**src/rtl/pop_pkg.sv**
```systemverilog
// Package for the pulse output port unit: map, field positions, reset values, carriers
package pop_pkg;

    // ------------------------------------------------------------------
    // Register map (printed index, byte address is four times it)
    // ------------------------------------------------------------------
    localparam int unsigned ADDR_W        = 12;
    localparam logic [7:0]  IDX_DATA_G1   = 8'h1c;
    localparam logic [7:0]  IDX_DATA_G0   = 8'h1d;
    localparam logic [7:0]  IDX_WAVE_CTRL = 8'h62;
    localparam logic [11:0] ADDR_DATA_G1  = {2'h0, IDX_DATA_G1, 2'h0};
    localparam logic [11:0] ADDR_DATA_G0  = {2'h0, IDX_DATA_G0, 2'h0};
    localparam logic [11:0] ADDR_WAVE     = {2'h0, IDX_WAVE_CTRL, 2'h0};

    // ------------------------------------------------------------------
    // Waveform output control fields
    // ------------------------------------------------------------------
    localparam int unsigned WC_SEL_G1 = 0;
    localparam int unsigned WC_SEL_G0 = 1;
    localparam int unsigned WC_POL_G0 = 3;
    localparam int unsigned WC_PWM_G0 = 4;
    localparam int unsigned WC_PWM_G1 = 5;
    localparam logic [7:0]  WC_MASK   = 8'h3b;

    // ------------------------------------------------------------------
    // Reset values and geometry
    // ------------------------------------------------------------------
    localparam logic [7:0]  RST_DATA  = 8'h00;
    localparam logic [7:0]  RST_WAVE  = 8'h00;
    localparam logic [7:0]  RST_PIN_O = 8'h00;
    localparam logic [7:0]  RST_OE_N  = 8'hff;
    localparam logic [3:0]  RST_LATCH = 4'h0;
    localparam int unsigned NGRP      = 2;
    localparam int unsigned GRP_W     = 4;

    // ------------------------------------------------------------------
    // Carriers
    // ------------------------------------------------------------------
    typedef struct packed {
        logic [7:0] o;
        logic [7:0] oe_n;
    } pop_pin_t;

    typedef struct packed {
        logic sel;
        logic pwm_en;
        logic invert;
    } pop_grp_cfg_t;

endpackage

```
**src/rtl/pop_unit.sv**
```systemverilog
// Pulse output port unit: APB registers, two pulse groups and pin multiplexer
//
// Chosen here: register access over APB.
`timescale 1ns/1ps
`default_nettype none

// Behaviour
// (RULE1) Control bit 0 set makes the four group-1 pins pulse outputs.
// (RULE2) Control bit 1 set makes the four group-0 pins pulse outputs.
// (RULE3) Both bits set drive all eight pins as pulse outputs together.
// (RULE4) Unselected group pins keep their normal port function.
// (RULE5) Software runs interval timers 0 and 2 in plain timer mode.
// (RULE6) Timer 2 zero copies data register 1 low nibble to group 1.
// (RULE7) Timer 0 zero copies data register 0 low nibble to group 0.
// (RULE8) Data bit zero drives its pin low, one drives it high.
// (RULE9) Software runs PWM timers 1 and 3 in modulation mode.
// (RULE10) Control bit 5 gates group 1 with PWM timer 3.
// (RULE11) Control bit 4 gates group 0 with PWM timer 1.
// (RULE12) Control bit 3 inverts group-0 output data.
// (RULE13) With modulation on, polarity bit inverts the modulated group-0 waveform.
// (RULE14) Pins hold last loaded level; modulation ANDs with the PWM output.
module pop_unit (
    // Clock and reset
    input  wire logic                  clk_sys,
    input  wire logic                  rstn,
    // APB slave
    input  wire logic                  psel,
    input  wire logic                  penable,
    input  wire logic                  pwrite,
    input  wire logic [11:0]           paddr,
    input  wire logic [31:0]           pwdata,
    input  wire logic [3:0]            pstrb,
    output logic      [31:0]           prdata,
    output logic                       pready,
    output logic                       pslverr,
    // Timer events and modulation sources
    input  wire logic                  interval_timer_0_zero,
    input  wire logic                  interval_timer_2_zero,
    input  wire logic                  pwm_timer_1_out,
    input  wire logic                  pwm_timer_3_out,
    // Normal port function
    input  wire logic [7:0]            port_dout,
    input  wire logic [7:0]            port_oe_n,
    output logic      [7:0]            port_din,
    // Pins: [3:0] group 0, [7:4] group 1
    input  wire logic [7:0]            pin_sense,
    output pop_pkg::pop_pin_t          pin_drv
);

    // ------------------------------------------------------------------
    // Declarations
    // ------------------------------------------------------------------
    logic [7:0]            data_g1_r;
    logic [7:0]            data_g0_r;
    logic [7:0]            wave_r;
    logic [31:0]           prdata_r;
    logic                  slverr_r;
    logic                  setup;
    logic                  access;
    logic                  wr_en;
    logic [7:0]            sync1_r;
    logic [7:0]            sync2_r;
    pop_pkg::pop_pin_t     pin_r;
    pop_pkg::pop_grp_cfg_t cfg_v [2];
    logic                  load_v [2];
    logic [3:0]            data_v [2];
    logic                  pwm_v [2];
    logic [3:0]            latch_v [2];
    logic [3:0]            level_v [2];

    // ------------------------------------------------------------------
    // Address decode
    // ------------------------------------------------------------------
    function automatic logic addr_hit(input logic [11:0] a);
        addr_hit = (a == pop_pkg::ADDR_DATA_G1) ||
                   (a == pop_pkg::ADDR_DATA_G0) ||
                   (a == pop_pkg::ADDR_WAVE);
    endfunction

    function automatic logic [7:0] read_mux(input logic [11:0] a);
        unique case (a)
            pop_pkg::ADDR_DATA_G1: read_mux = data_g1_r;
            pop_pkg::ADDR_DATA_G0: read_mux = data_g0_r;
            pop_pkg::ADDR_WAVE:    read_mux = wave_r & pop_pkg::WC_MASK;
            default:               read_mux = 8'h00;
        endcase
    endfunction

    // ------------------------------------------------------------------
    // APB slave, zero wait states
    // ------------------------------------------------------------------
    assign setup  = psel & ~penable;
    assign access = psel & penable;
    assign wr_en  = access & pwrite & pstrb[0] & addr_hit(paddr);
    assign pready = 1'b1;

    // Read data and error captured in setup so both come from flops
    always_ff @(posedge clk_sys or negedge rstn) begin
        if (!rstn) begin
            prdata_r <= 32'h0000_0000;
        end else if (setup) begin
            prdata_r <= {24'h00_0000, read_mux(paddr)};
        end
    end

    always_ff @(posedge clk_sys or negedge rstn) begin
        if (!rstn) begin
            slverr_r <= 1'b0;
        end else if (setup) begin
            slverr_r <= ~addr_hit(paddr);
        end
    end

    assign prdata  = prdata_r;
    assign pslverr = access & slverr_r;

    always_ff @(posedge clk_sys or negedge rstn) begin
        if (!rstn) begin
            data_g1_r <= pop_pkg::RST_DATA;
        end else if (wr_en && paddr == pop_pkg::ADDR_DATA_G1) begin
            data_g1_r <= pwdata[7:0];
        end
    end

    always_ff @(posedge clk_sys or negedge rstn) begin
        if (!rstn) begin
            data_g0_r <= pop_pkg::RST_DATA;
        end else if (wr_en && paddr == pop_pkg::ADDR_DATA_G0) begin
            data_g0_r <= pwdata[7:0];
        end
    end

    // Unused control bits are not stored, so they read zero
    always_ff @(posedge clk_sys or negedge rstn) begin
        if (!rstn) begin
            wave_r <= pop_pkg::RST_WAVE;
        end else if (wr_en && paddr == pop_pkg::ADDR_WAVE) begin
            wave_r <= pwdata[7:0] & pop_pkg::WC_MASK;
        end
    end

    // ------------------------------------------------------------------
    // Group setup
    // ------------------------------------------------------------------
    // Group 0 has the only polarity control
    assign cfg_v[0] = '{sel:    wave_r[pop_pkg::WC_SEL_G0],
                        pwm_en: wave_r[pop_pkg::WC_PWM_G0],
                        invert: wave_r[pop_pkg::WC_POL_G0]}; // [RULE2] [RULE11] [RULE12]
    assign cfg_v[1] = '{sel:    wave_r[pop_pkg::WC_SEL_G1],
                        pwm_en: wave_r[pop_pkg::WC_PWM_G1],
                        invert: 1'b0}; // [RULE1] [RULE10]

    assign load_v[0] = interval_timer_0_zero; // [RULE7]
    assign load_v[1] = interval_timer_2_zero; // [RULE6]
    assign data_v[0] = data_g0_r[3:0];
    assign data_v[1] = data_g1_r[3:0];
    assign pwm_v[0]  = pwm_timer_1_out;
    assign pwm_v[1]  = pwm_timer_3_out;

    // ------------------------------------------------------------------
    // Pulse groups
    // ------------------------------------------------------------------
    genvar g;
    generate
        for (g = 0; g < pop_pkg::NGRP; g++) begin : grp
            pop_group_out u_out (
                .clk_sys   (clk_sys),
                .rstn      (rstn),
                .load      (load_v[g]),
                .load_data (data_v[g]),
                .pwm_in    (pwm_v[g]),
                .cfg       (cfg_v[g]),
                .latch_q   (latch_v[g]),
                .level     (level_v[g])
            );
        end
    endgenerate

    // ------------------------------------------------------------------
    // Pin multiplexer, registered
    // ------------------------------------------------------------------
    always_ff @(posedge clk_sys or negedge rstn) begin
        if (!rstn) begin
            pin_r.o    <= pop_pkg::RST_PIN_O;
            pin_r.oe_n <= pop_pkg::RST_OE_N;
        end else begin
            for (int i = 0; i < pop_pkg::NGRP; i++) begin
                if (cfg_v[i].sel) begin
                    pin_r.o[i*4 +: 4]    <= level_v[i]; // [RULE1] [RULE2] [RULE3]
                    pin_r.oe_n[i*4 +: 4] <= 4'h0;
                end else begin
                    pin_r.o[i*4 +: 4]    <= port_dout[i*4 +: 4]; // [RULE4]
                    pin_r.oe_n[i*4 +: 4] <= port_oe_n[i*4 +: 4];
                end
            end
        end
    end

    assign pin_drv = pin_r;

    // ------------------------------------------------------------------
    // Pin input synchroniser back to the port logic
    // ------------------------------------------------------------------
    always_ff @(posedge clk_sys or negedge rstn) begin
        if (!rstn) begin
            sync1_r <= 8'h00;
            sync2_r <= 8'h00;
        end else begin
            sync1_r <= pin_sense;
            sync2_r <= sync1_r;
        end
    end

    assign port_din = sync2_r;

    // ------------------------------------------------------------------
    // Checks
    // ------------------------------------------------------------------
    sel_group1_a: assert property ( // [RULE1]
        @(posedge clk_sys) disable iff (!rstn)
        wave_r[pop_pkg::WC_SEL_G1]
        |=> pin_drv.oe_n[7:4] == 4'h0
    ) else $error("group 1 pins not driven while selected");

    sel_group0_a: assert property ( // [RULE2]
        @(posedge clk_sys) disable iff (!rstn)
        wave_r[pop_pkg::WC_SEL_G0]
        |=> pin_drv.oe_n[3:0] == 4'h0
    ) else $error("group 0 pins not driven while selected");

    both_groups_a: assert property ( // [RULE3]
        @(posedge clk_sys) disable iff (!rstn)
        (wave_r[pop_pkg::WC_SEL_G1] && wave_r[pop_pkg::WC_SEL_G0])
        |=> (pin_drv.oe_n == 8'h00)
            && (pin_drv.o[7:4] == $past(level_v[1]))
            && (pin_drv.o[3:0] == $past(level_v[0]))
    ) else $error("both groups not driven together");

    // Sampled reset keeps the release edge out: the pins still hold reset values there
    port_pass_a: assert property ( // [RULE4]
        @(posedge clk_sys) disable iff (!rstn)
        (rstn && !wave_r[pop_pkg::WC_SEL_G1])
        |=> (pin_drv.o[7:4] == $past(port_dout[7:4]))
            && (pin_drv.oe_n[7:4] == $past(port_oe_n[7:4]))
    ) else $error("unselected group 1 lost port function");

    load_group1_a: assert property ( // [RULE6]
        @(posedge clk_sys) disable iff (!rstn)
        interval_timer_2_zero
        |=> latch_v[1] == $past(data_g1_r[3:0])
    ) else $error("group 1 not loaded on timer 2 zero");

    load_group0_a: assert property ( // [RULE7]
        @(posedge clk_sys) disable iff (!rstn)
        interval_timer_0_zero
        |=> latch_v[0] == $past(data_g0_r[3:0])
    ) else $error("group 0 not loaded on timer 0 zero");

    level_map_a: assert property ( // [RULE8]
        @(posedge clk_sys) disable iff (!rstn)
        (interval_timer_2_zero && !interval_timer_0_zero)
        ##1 (wave_r[pop_pkg::WC_SEL_G1] && !wave_r[pop_pkg::WC_PWM_G1])
        |=> pin_drv.o[7:4] == $past(data_g1_r[3:0], 2)
    ) else $error("group 1 pin level differs from loaded data");

    pwm_group1_a: assert property ( // [RULE10]
        @(posedge clk_sys) disable iff (!rstn)
        (wave_r[pop_pkg::WC_SEL_G1] && wave_r[pop_pkg::WC_PWM_G1])
        |=> pin_drv.o[7:4] == ($past(latch_v[1]) & {4{$past(pwm_timer_3_out)}})
    ) else $error("group 1 not gated by pwm timer 3");

    pwm_group0_a: assert property ( // [RULE11]
        @(posedge clk_sys) disable iff (!rstn)
        (wave_r[pop_pkg::WC_SEL_G0] && wave_r[pop_pkg::WC_PWM_G0]
            && !wave_r[pop_pkg::WC_POL_G0] && !pwm_timer_1_out)
        |=> pin_drv.o[3:0] == 4'h0
    ) else $error("group 0 not gated by pwm timer 1");

    polarity_g0_a: assert property ( // [RULE12]
        @(posedge clk_sys) disable iff (!rstn)
        (wave_r[pop_pkg::WC_SEL_G0] && !wave_r[pop_pkg::WC_PWM_G0])
        |=> pin_drv.o[3:0] == ($past(latch_v[0]) ^ {4{$past(wave_r[pop_pkg::WC_POL_G0])}})
    ) else $error("group 0 polarity wrong");

    pwm_invert_a: assert property ( // [RULE13]
        @(posedge clk_sys) disable iff (!rstn)
        (wave_r[pop_pkg::WC_SEL_G0] && wave_r[pop_pkg::WC_PWM_G0]
            && wave_r[pop_pkg::WC_POL_G0])
        |=> pin_drv.o[3:0] == ~($past(latch_v[0]) & {4{$past(pwm_timer_1_out)}})
    ) else $error("modulated group 0 waveform not inverted");

    hold_level_a: assert property ( // [RULE14]
        @(posedge clk_sys) disable iff (!rstn)
        !interval_timer_2_zero [*2]
        |-> $stable(latch_v[1])
    ) else $error("group 1 level changed without an update event");

    hold_group0_a: assert property ( // [RULE14]
        @(posedge clk_sys) disable iff (!rstn)
        !interval_timer_0_zero [*2]
        |-> $stable(latch_v[0])
    ) else $error("group 0 level changed without an update event");

    level_map_g0_a: assert property ( // [RULE8]
        @(posedge clk_sys) disable iff (!rstn)
        (interval_timer_0_zero && !interval_timer_2_zero)
        ##1 (wave_r[pop_pkg::WC_SEL_G0] && !wave_r[pop_pkg::WC_PWM_G0]
            && !wave_r[pop_pkg::WC_POL_G0])
        |=> pin_drv.o[3:0] == $past(data_g0_r[3:0], 2)
    ) else $error("group 0 pin level differs from loaded data");

    plain_group1_a: assert property ( // [RULE8]
        @(posedge clk_sys) disable iff (!rstn)
        (wave_r[pop_pkg::WC_SEL_G1] && !wave_r[pop_pkg::WC_PWM_G1])
        |=> pin_drv.o[7:4] == $past(latch_v[1])
    ) else $error("group 1 output not a plain copy of its latch");

    port_pass_g0_a: assert property ( // [RULE4]
        @(posedge clk_sys) disable iff (!rstn)
        (rstn && !wave_r[pop_pkg::WC_SEL_G0])
        |=> (pin_drv.o[3:0] == $past(port_dout[3:0]))
            && (pin_drv.oe_n[3:0] == $past(port_oe_n[3:0]))
    ) else $error("unselected group 0 lost port function");

    strobe_guard_a: assert property (
        @(posedge clk_sys) disable iff (!rstn)
        (access && pwrite && !pstrb[0])
        |=> $stable(data_g1_r) && $stable(data_g0_r) && $stable(wave_r)
    ) else $error("register changed by a write without its byte strobe");

    unmapped_write_a: assert property (
        @(posedge clk_sys) disable iff (!rstn)
        (access && pwrite && !addr_hit(paddr))
        |=> $stable(data_g1_r) && $stable(data_g0_r) && $stable(wave_r)
    ) else $error("register changed by a write to an unmapped address");

    error_cause_a: assert property (
        @(posedge clk_sys) disable iff (!rstn)
        pslverr |-> !addr_hit(paddr)
    ) else $error("error flagged for a mapped address");

    apb_error_a: assert property (
        @(posedge clk_sys) disable iff (!rstn)
        (setup && !addr_hit(paddr)) ##1 access
        |-> pslverr && pready
    ) else $error("unmapped access not flagged");

endmodule

`default_nettype wire

```
**src/rtl/pop_group_out.sv**
```systemverilog
// One four-pin pulse group: update latch, modulation gate and polarity
`timescale 1ns/1ps
`default_nettype none

module pop_group_out (
    // Clock and reset
    input  wire logic                clk_sys,
    input  wire logic                rstn,
    // Update event and data
    input  wire logic                load,
    input  wire logic [3:0]          load_data,
    // Modulation source and setup
    input  wire logic                pwm_in,
    input  wire pop_pkg::pop_grp_cfg_t cfg,
    // Results
    output logic      [3:0]          latch_q,
    output logic      [3:0]          level
);

    logic [3:0] latch_r;
    logic       gate;

    // ------------------------------------------------------------------
    // Latch loaded only on the timer zero event
    // ------------------------------------------------------------------
    always_ff @(posedge clk_sys or negedge rstn) begin
        if (!rstn) begin
            latch_r <= pop_pkg::RST_LATCH;
        end else if (load) begin
            latch_r <= load_data; // [RULE6] [RULE7] [RULE14]
        end
    end

    // Gate is open when modulation is off
    assign gate    = ~cfg.pwm_en | pwm_in; // [RULE10] [RULE11]
    // AND with modulation first, then invert, so the modulated waveform is inverted as a whole
    assign level   = (latch_r & {4{gate}}) ^ {4{cfg.invert}}; // [RULE8] [RULE12] [RULE13] [RULE14]
    assign latch_q = latch_r;

endmodule

`default_nettype wire

```
**config.mk**
```make
export PLATFORM = sky130hd
export DESIGN_NAME = pop_unit
export DESIGN_NICKNAME = d
export VERILOG_FILES = /design/src/rtl/pop_pkg.sv /design/src/rtl/pop_unit.sv /design/src/rtl/pop_group_out.sv
export SDC_FILE = /design/constraint.sdc
export NUM_CORES = 1
export LEC_CHECK = 0
export BUFFER_PORTS_ARGS = -buffer_cell sky130_fd_sc_hd__buf_4
export CAP_MARGIN = 20
export CORE_ASPECT_RATIO = 2
export CORE_MARGIN = 4
export CORE_UTILIZATION = 49
export CTS_CLUSTER_SIZE = 30
export DETAILED_ROUTE_END_ITERATION = 16
export GPL_TIMING_DRIVEN = 0
export PLACE_DENSITY = 0.84
export SYNTH_ARGS = -nofsm -noshare
export SYNTH_HDL_FRONTEND = slang
export SYNTH_SLANG_ARGS = --single-unit
```
**constraint.sdc**
```tcl
create_clock -name clk_sys -period 2 [get_ports clk_sys]
set_input_delay 0.1 -clock clk_sys [delete_from_list [all_inputs] [get_ports clk_sys]]
set_output_delay 0.1 -clock clk_sys [all_outputs]
set_load 0.01 [all_outputs]
```
Word level (Yosys, flattened, before mapping)
Index checks and enable logic that the tools add are counted.

Register bits: 70. Bits of input ports: 81. Output and inout bits: 58.

Equality and inequality tests: 3. Muxes and demuxes: 5. Bitwise logic cells: 15. Reduce and logical (&&, ||, !) cells: 5.

Operators with widths (number): equality test 12 x 7 -> 1 bit, second input constant (2); case mux 8 bit (3 select lines) (1); two-way mux 4 bit (4); equality test 12 x 9 -> 1 bit, second input constant (1); bitwise AND 4 bit (2); bitwise AND 1 bit (6); inverter 1 bit (4); bitwise XOR 4 bit (1); logical AND 1 bit (3); logical OR 1 bit (2); OR 1 bit (2).

Logic depth before layout (Yosys ltp)
Depth after elaboration: 5. Depth in mapped cells: 5. Gate-level depth less buffers: 4.

Cells and area by module
From an unflattened synthesis, not the netlist that was laid out.

Cells, all modules: 212. Area total of the unflattened synthesis: 2930.3 µm².

Modules (own cells, without submodules): pop_unit (times used 1, cells each 176, area an instance 2502.4 µm²); pop_group_out (times used 2, cells each 18, area an instance 214.0 µm²).

Worst setup path before layout
Ideal clock, no wire load.

Kind: input -> register. Start: input port paddr[9]. End: register wave_r[0]. Setup time: 0.125 ns. Arrival: 1.374 ns. Setup slack: 0.501 ns. Stages on the path: 4. Buffers on the path: 0. Cells stage by stage: or3_4 and4bb_2 and2b_4 mux2_2.

Cells in the longest elaborated chain, start to end: 5. Elaborated cells between the ends (all ways): 7.

RTL lines: from (decl) (line pop_unit.sv:30) `input wire logic [11:0] paddr,`; equality test 12 x 7 -> 1 bit (on tied branches) (line pop_unit.sv:75, pop_unit.sv:76); logical OR 1 bit (line pop_unit.sv:75) `addr_hit = (a == pop_pkg::ADDR_DATA_G1) ||`; logical OR 1 bit (line pop_unit.sv:76) `(a == pop_pkg::ADDR_DATA_G0) ||`; bitwise AND 1 bit (line pop_unit.sv:94) `assign wr_en = access & pwrite & pstrb[0] & addr_hit(paddr);`; logical AND 1 bit (*) (line pop_unit.sv:137) `end else if (wr_en && paddr == pop_pkg::ADDR_WAVE) begin`; to (signal assigned) (line pop_unit.sv:136) `wave_r <= pop_pkg::RST_WAVE;`; to (signal assigned) (line pop_unit.sv:138) `wave_r <= pwdata[7:0] & pop_pkg::WC_MASK;`; to (decl) (line pop_unit.sv:55) `logic [7:0] wave_r;`.

Every way passes the cells marked *; elsewhere a longest branch is shown, timed or not. A chain may end at the register's enable or synchronous reset.

Final worst setup path
Start: input port paddr[9]. End: register wave_r[3].

The elaborated chain is that of the path after synthesis.

==> reports/qor.yml <==
yosys:
  synth-seq-area-share_pct: 61.0
  ys_warn_count: 0
  synth_cell_type_count: 34
  synth_seq_cells: 70
  synth_area_um2: 2890
  syn_avg_cell_area_um2: 13.1
  syn_inst: 221
setup_path:
  r2r.worst_path.cells: 3
  cp.arrival_ps: 1640
  worstReg2RegEnd: "prdata[1]"
  cp_slowest_cell: "and4bb_2"
  crit_chain: "buf_4 -> or3_4 -> and4bb_2 -> and2b_4 -> mux2_2"
  rrSetupSlack_ps: 920
  cp-end-kind: "flop"
  path_delay_family: "simple AND/OR/NAND/NOR gates"
  critical_path_class: "in -> reg"
  critPathLaunch: "paddr[9]"
  r2r-start: "data_g1_r[1]"
  path_buf_inv: 1
  slowest_delay_ps: 430
  required_ps: 2210
  path_max_fanout: 6
  critPathLaunchType: "input port"
grt:
  grt_pass1_wl_um: 10800
  grt.overflow.total: 0
  grt_max_degree: 71
  grt_pass1_vias: 2144
  grt_usage_pct: 19.4
  antenna_found_initial: 0
power_and_ir_drop:
  pwr-share-comb_pct: 8.5
  p_clk_share_pct: 49.7
  p_int_mw: 2.82
  cellLeakagePower_nw: 2.13
  power_frac_seq_pct: 41.9
  peakVddDrop_mv: 0.784
  switching_share_pct: 19.6
  powerDensity_nw_per_um2: 836
  switchingPower_mw: 0.686
detailed_routing:
  viasPerCell: 4.85
  wl_per_cell_um: 15.6
  num_vias: 2050
  totalWireLength_um: 6620
  drt-initial-drc-count: 61
  drc_errors: 0
  drt_pass1_iterations: 4
  drtAntennaViolNets: 0
final_layout:
  layout.cells.non_filler: 423
  nNetsFinal: 438
  area_growth_pct: 45.2
  final_area_um2: 4190
  nFillCells: 410
  layout-drive-gt1-share_pct: 49.2
  regArea_um2: 1760
  multi_input_area_um2: 981
  diodes: 0
run:
  cap_viol_max_count: 0
place:
  place_area_um2: 3690
  place_inst: 391
  hpwl_um: 4670
  portBuffers: 86
  place_congestion: 0.789
cts:
  clockRootBuffer: "clkbuf_16"
  cts_hold_buf: 16
  cts_buffers: 9
  clk_path_buf_depth: 2
  cts_resized: 0
  cts_tree: "built"
  worstSkewPairLatency_ps: 320
  clkSinkCount: 70
  cts_max_level: 3
  post_cts_buffers: 0
  clk_pin_slew_ps: 50
floorplanning:
  initial_core_util_pct: 50.6
  die_x_um: 62.3
  fp.dieH_um: 117
  rows: 39
  coreArea_um2: 5710
  dieArea_um2: 7260
  ios: 139
sta:
  max_freq_mhz: 698
  grt_setup_unrepaired: "false"
  tightest_slew_ps: 855
  finalSetupViolCount: 0
  finClkSkew_ps: 4.27
  maxSlewHeadroom_pct: 43.0
  tns_ps: 0
  hold_viol: 0
  hold_slack_ps: 11.5
  post-route-period-util_pct: 71.6
  period_needed_ps: 1430
  maxSlewViolCount: 0
min_path:
  hp-class: "in -> reg"
  whs_endpoint: "pin_drv[7]"
  holdPathStages: 2
  holdCritStartpoint: "port_oe_n[7]"
run_status:
  status: "finished, final reports clean"
==> Yosys cell counts (all sizes together) <==
cell type  number  area, um^2
a21oi           4        20.0
a22oi           5        37.5
and2            1        6.26
and2b           1        10.0
and3            1        6.26
and3b           1        8.76
and4bb          1        12.5
buf            27         200
clkbuf          4        15.0
conb            2        7.51
dfrtp          62        1550
dfstp           8         210
inv             4        15.0
mux2           34         383
mux2i           3        30.0
nand2          17        63.8
nand2b          2        12.5
nand3           1        10.0
nand4           1        6.26
nand4b          1        8.76
nor2            5        18.8
nor2b          10        62.6
nor3            2        15.0
nor3b           1        7.51
nor4            1        21.3
nor4bb          1        10.0
o21a            1        7.51
o21ai           9        45.0
o22ai           4        25.0
or2             2        12.5
or3             1        11.3
xor2            4        35.0
==> routing by layer <==
metal / track usage, % / share of wire, % / routed length, um
met1: 20.6 / 33 / 2160
met2: 35.2 / 57 / 3770
met3: 5.49 / 8.1 / 535
met4: 8.64 / 2.3 / 151
met5: 0 / 0 / 0
==> flip-flops by register name, indices dropped and copies added, names as in the netlist <==
| register | cells |
|---|---|
| pin_drv | 16 |
| data_g0_r | 8 |
| data_g1_r | 8 |
| grp.u_out.latch_q | 8 |
| port_din | 8 |
| prdata | 8 |
| sync1_r | 8 |
| wave_r | 5 |
| slverr_r | 1 |
==> placed cells by master, fill, tap and decap left out, drive strengths merged, types with 2 or more instances in the layout <==
cell / Yosys / final
buf: 27 / 113
dfrtp: 62 / 62
mux2: 34 / 34
conb: 2 / 25
nand2: 17 / 17
clkbuf: 4 / 17
dlygate4sd3: 0 / 16
nor2b: 10 / 10
o21ai: 9 / 9
dfstp: 8 / 8
nor2: 5 / 5
a22oi: 5 / 5
inv: 4 / 4
o22ai: 4 / 4
xor2: 4 / 4
a21oi: 4 / 4
mux2i: 3 / 3
nand2b: 2 / 2
or2: 2 / 2
bufinv: 0 / 2
nor3: 2 / 2
==> cell families after synthesis <==
| family | Yosys count | synth area share (%) |
|---|---|---|
| mux | 37 | 14.3 |
| simple gates | 50 | 10.5 |
| compound gates | 23 | 4.68 |
| other cells | 2 | 0.260 |
| buf+inv | 35 | 7.98 |
| flops | 70 | 61.0 |
| xor+xnor | 4 | 1.21 |
==> through the flow <==
step | power, mW | utilization (%) | setup slack, ps
2_1_floorplan | 1.60 | - | 501
3_3_place_gp | 1.75 | 64.7 | 256
3_5_place_dp | 1.76 | 64.7 | 239
4_1_cts | 3.53 | 73.4 | 583
5_1_grt | 3.62 | 73.4 | 550
6_report | 3.50 | 73.4 | 568
==> worst max-delay path by stage <==
stage	to	slack [ps]	depth (start not counted)
2_1_floorplan	wave_r[0]	500	4
3_3_place_gp	wave_r[5]	260	5
3_5_place_dp	wave_r[1]	240	5
4_1_cts	wave_r[3]	580	5
5_1_grt	wave_r[5]	550	5
6_report	wave_r[3]	570	5
==> area by class of cell <==
type / count / area share, %
plain buffers: 31 / 5.14
inverters: 4 / 0.358
clock buffers: 13 / 6.45
clock inverters: 3 / 1.55
flip-flops and latches: 70 / 42.0
multi-input cells: 139 / 23.4
repair buffers: 102 / 19.2
well taps: 61 / 1.82
==> power by group through the flow <==
stage	clock [mW]	sequential (mW)	combinational [mW]
after floorplan	0	1.50	0.0948
after global placement	0	1.49	0.263
after detailed placement	0	1.49	0.269
after CTS	1.76	1.47	0.296
after global routing	1.83	1.47	0.325
final	1.74	1.47	0.296
No activity file was read; power rests on OpenSTA's default activity.
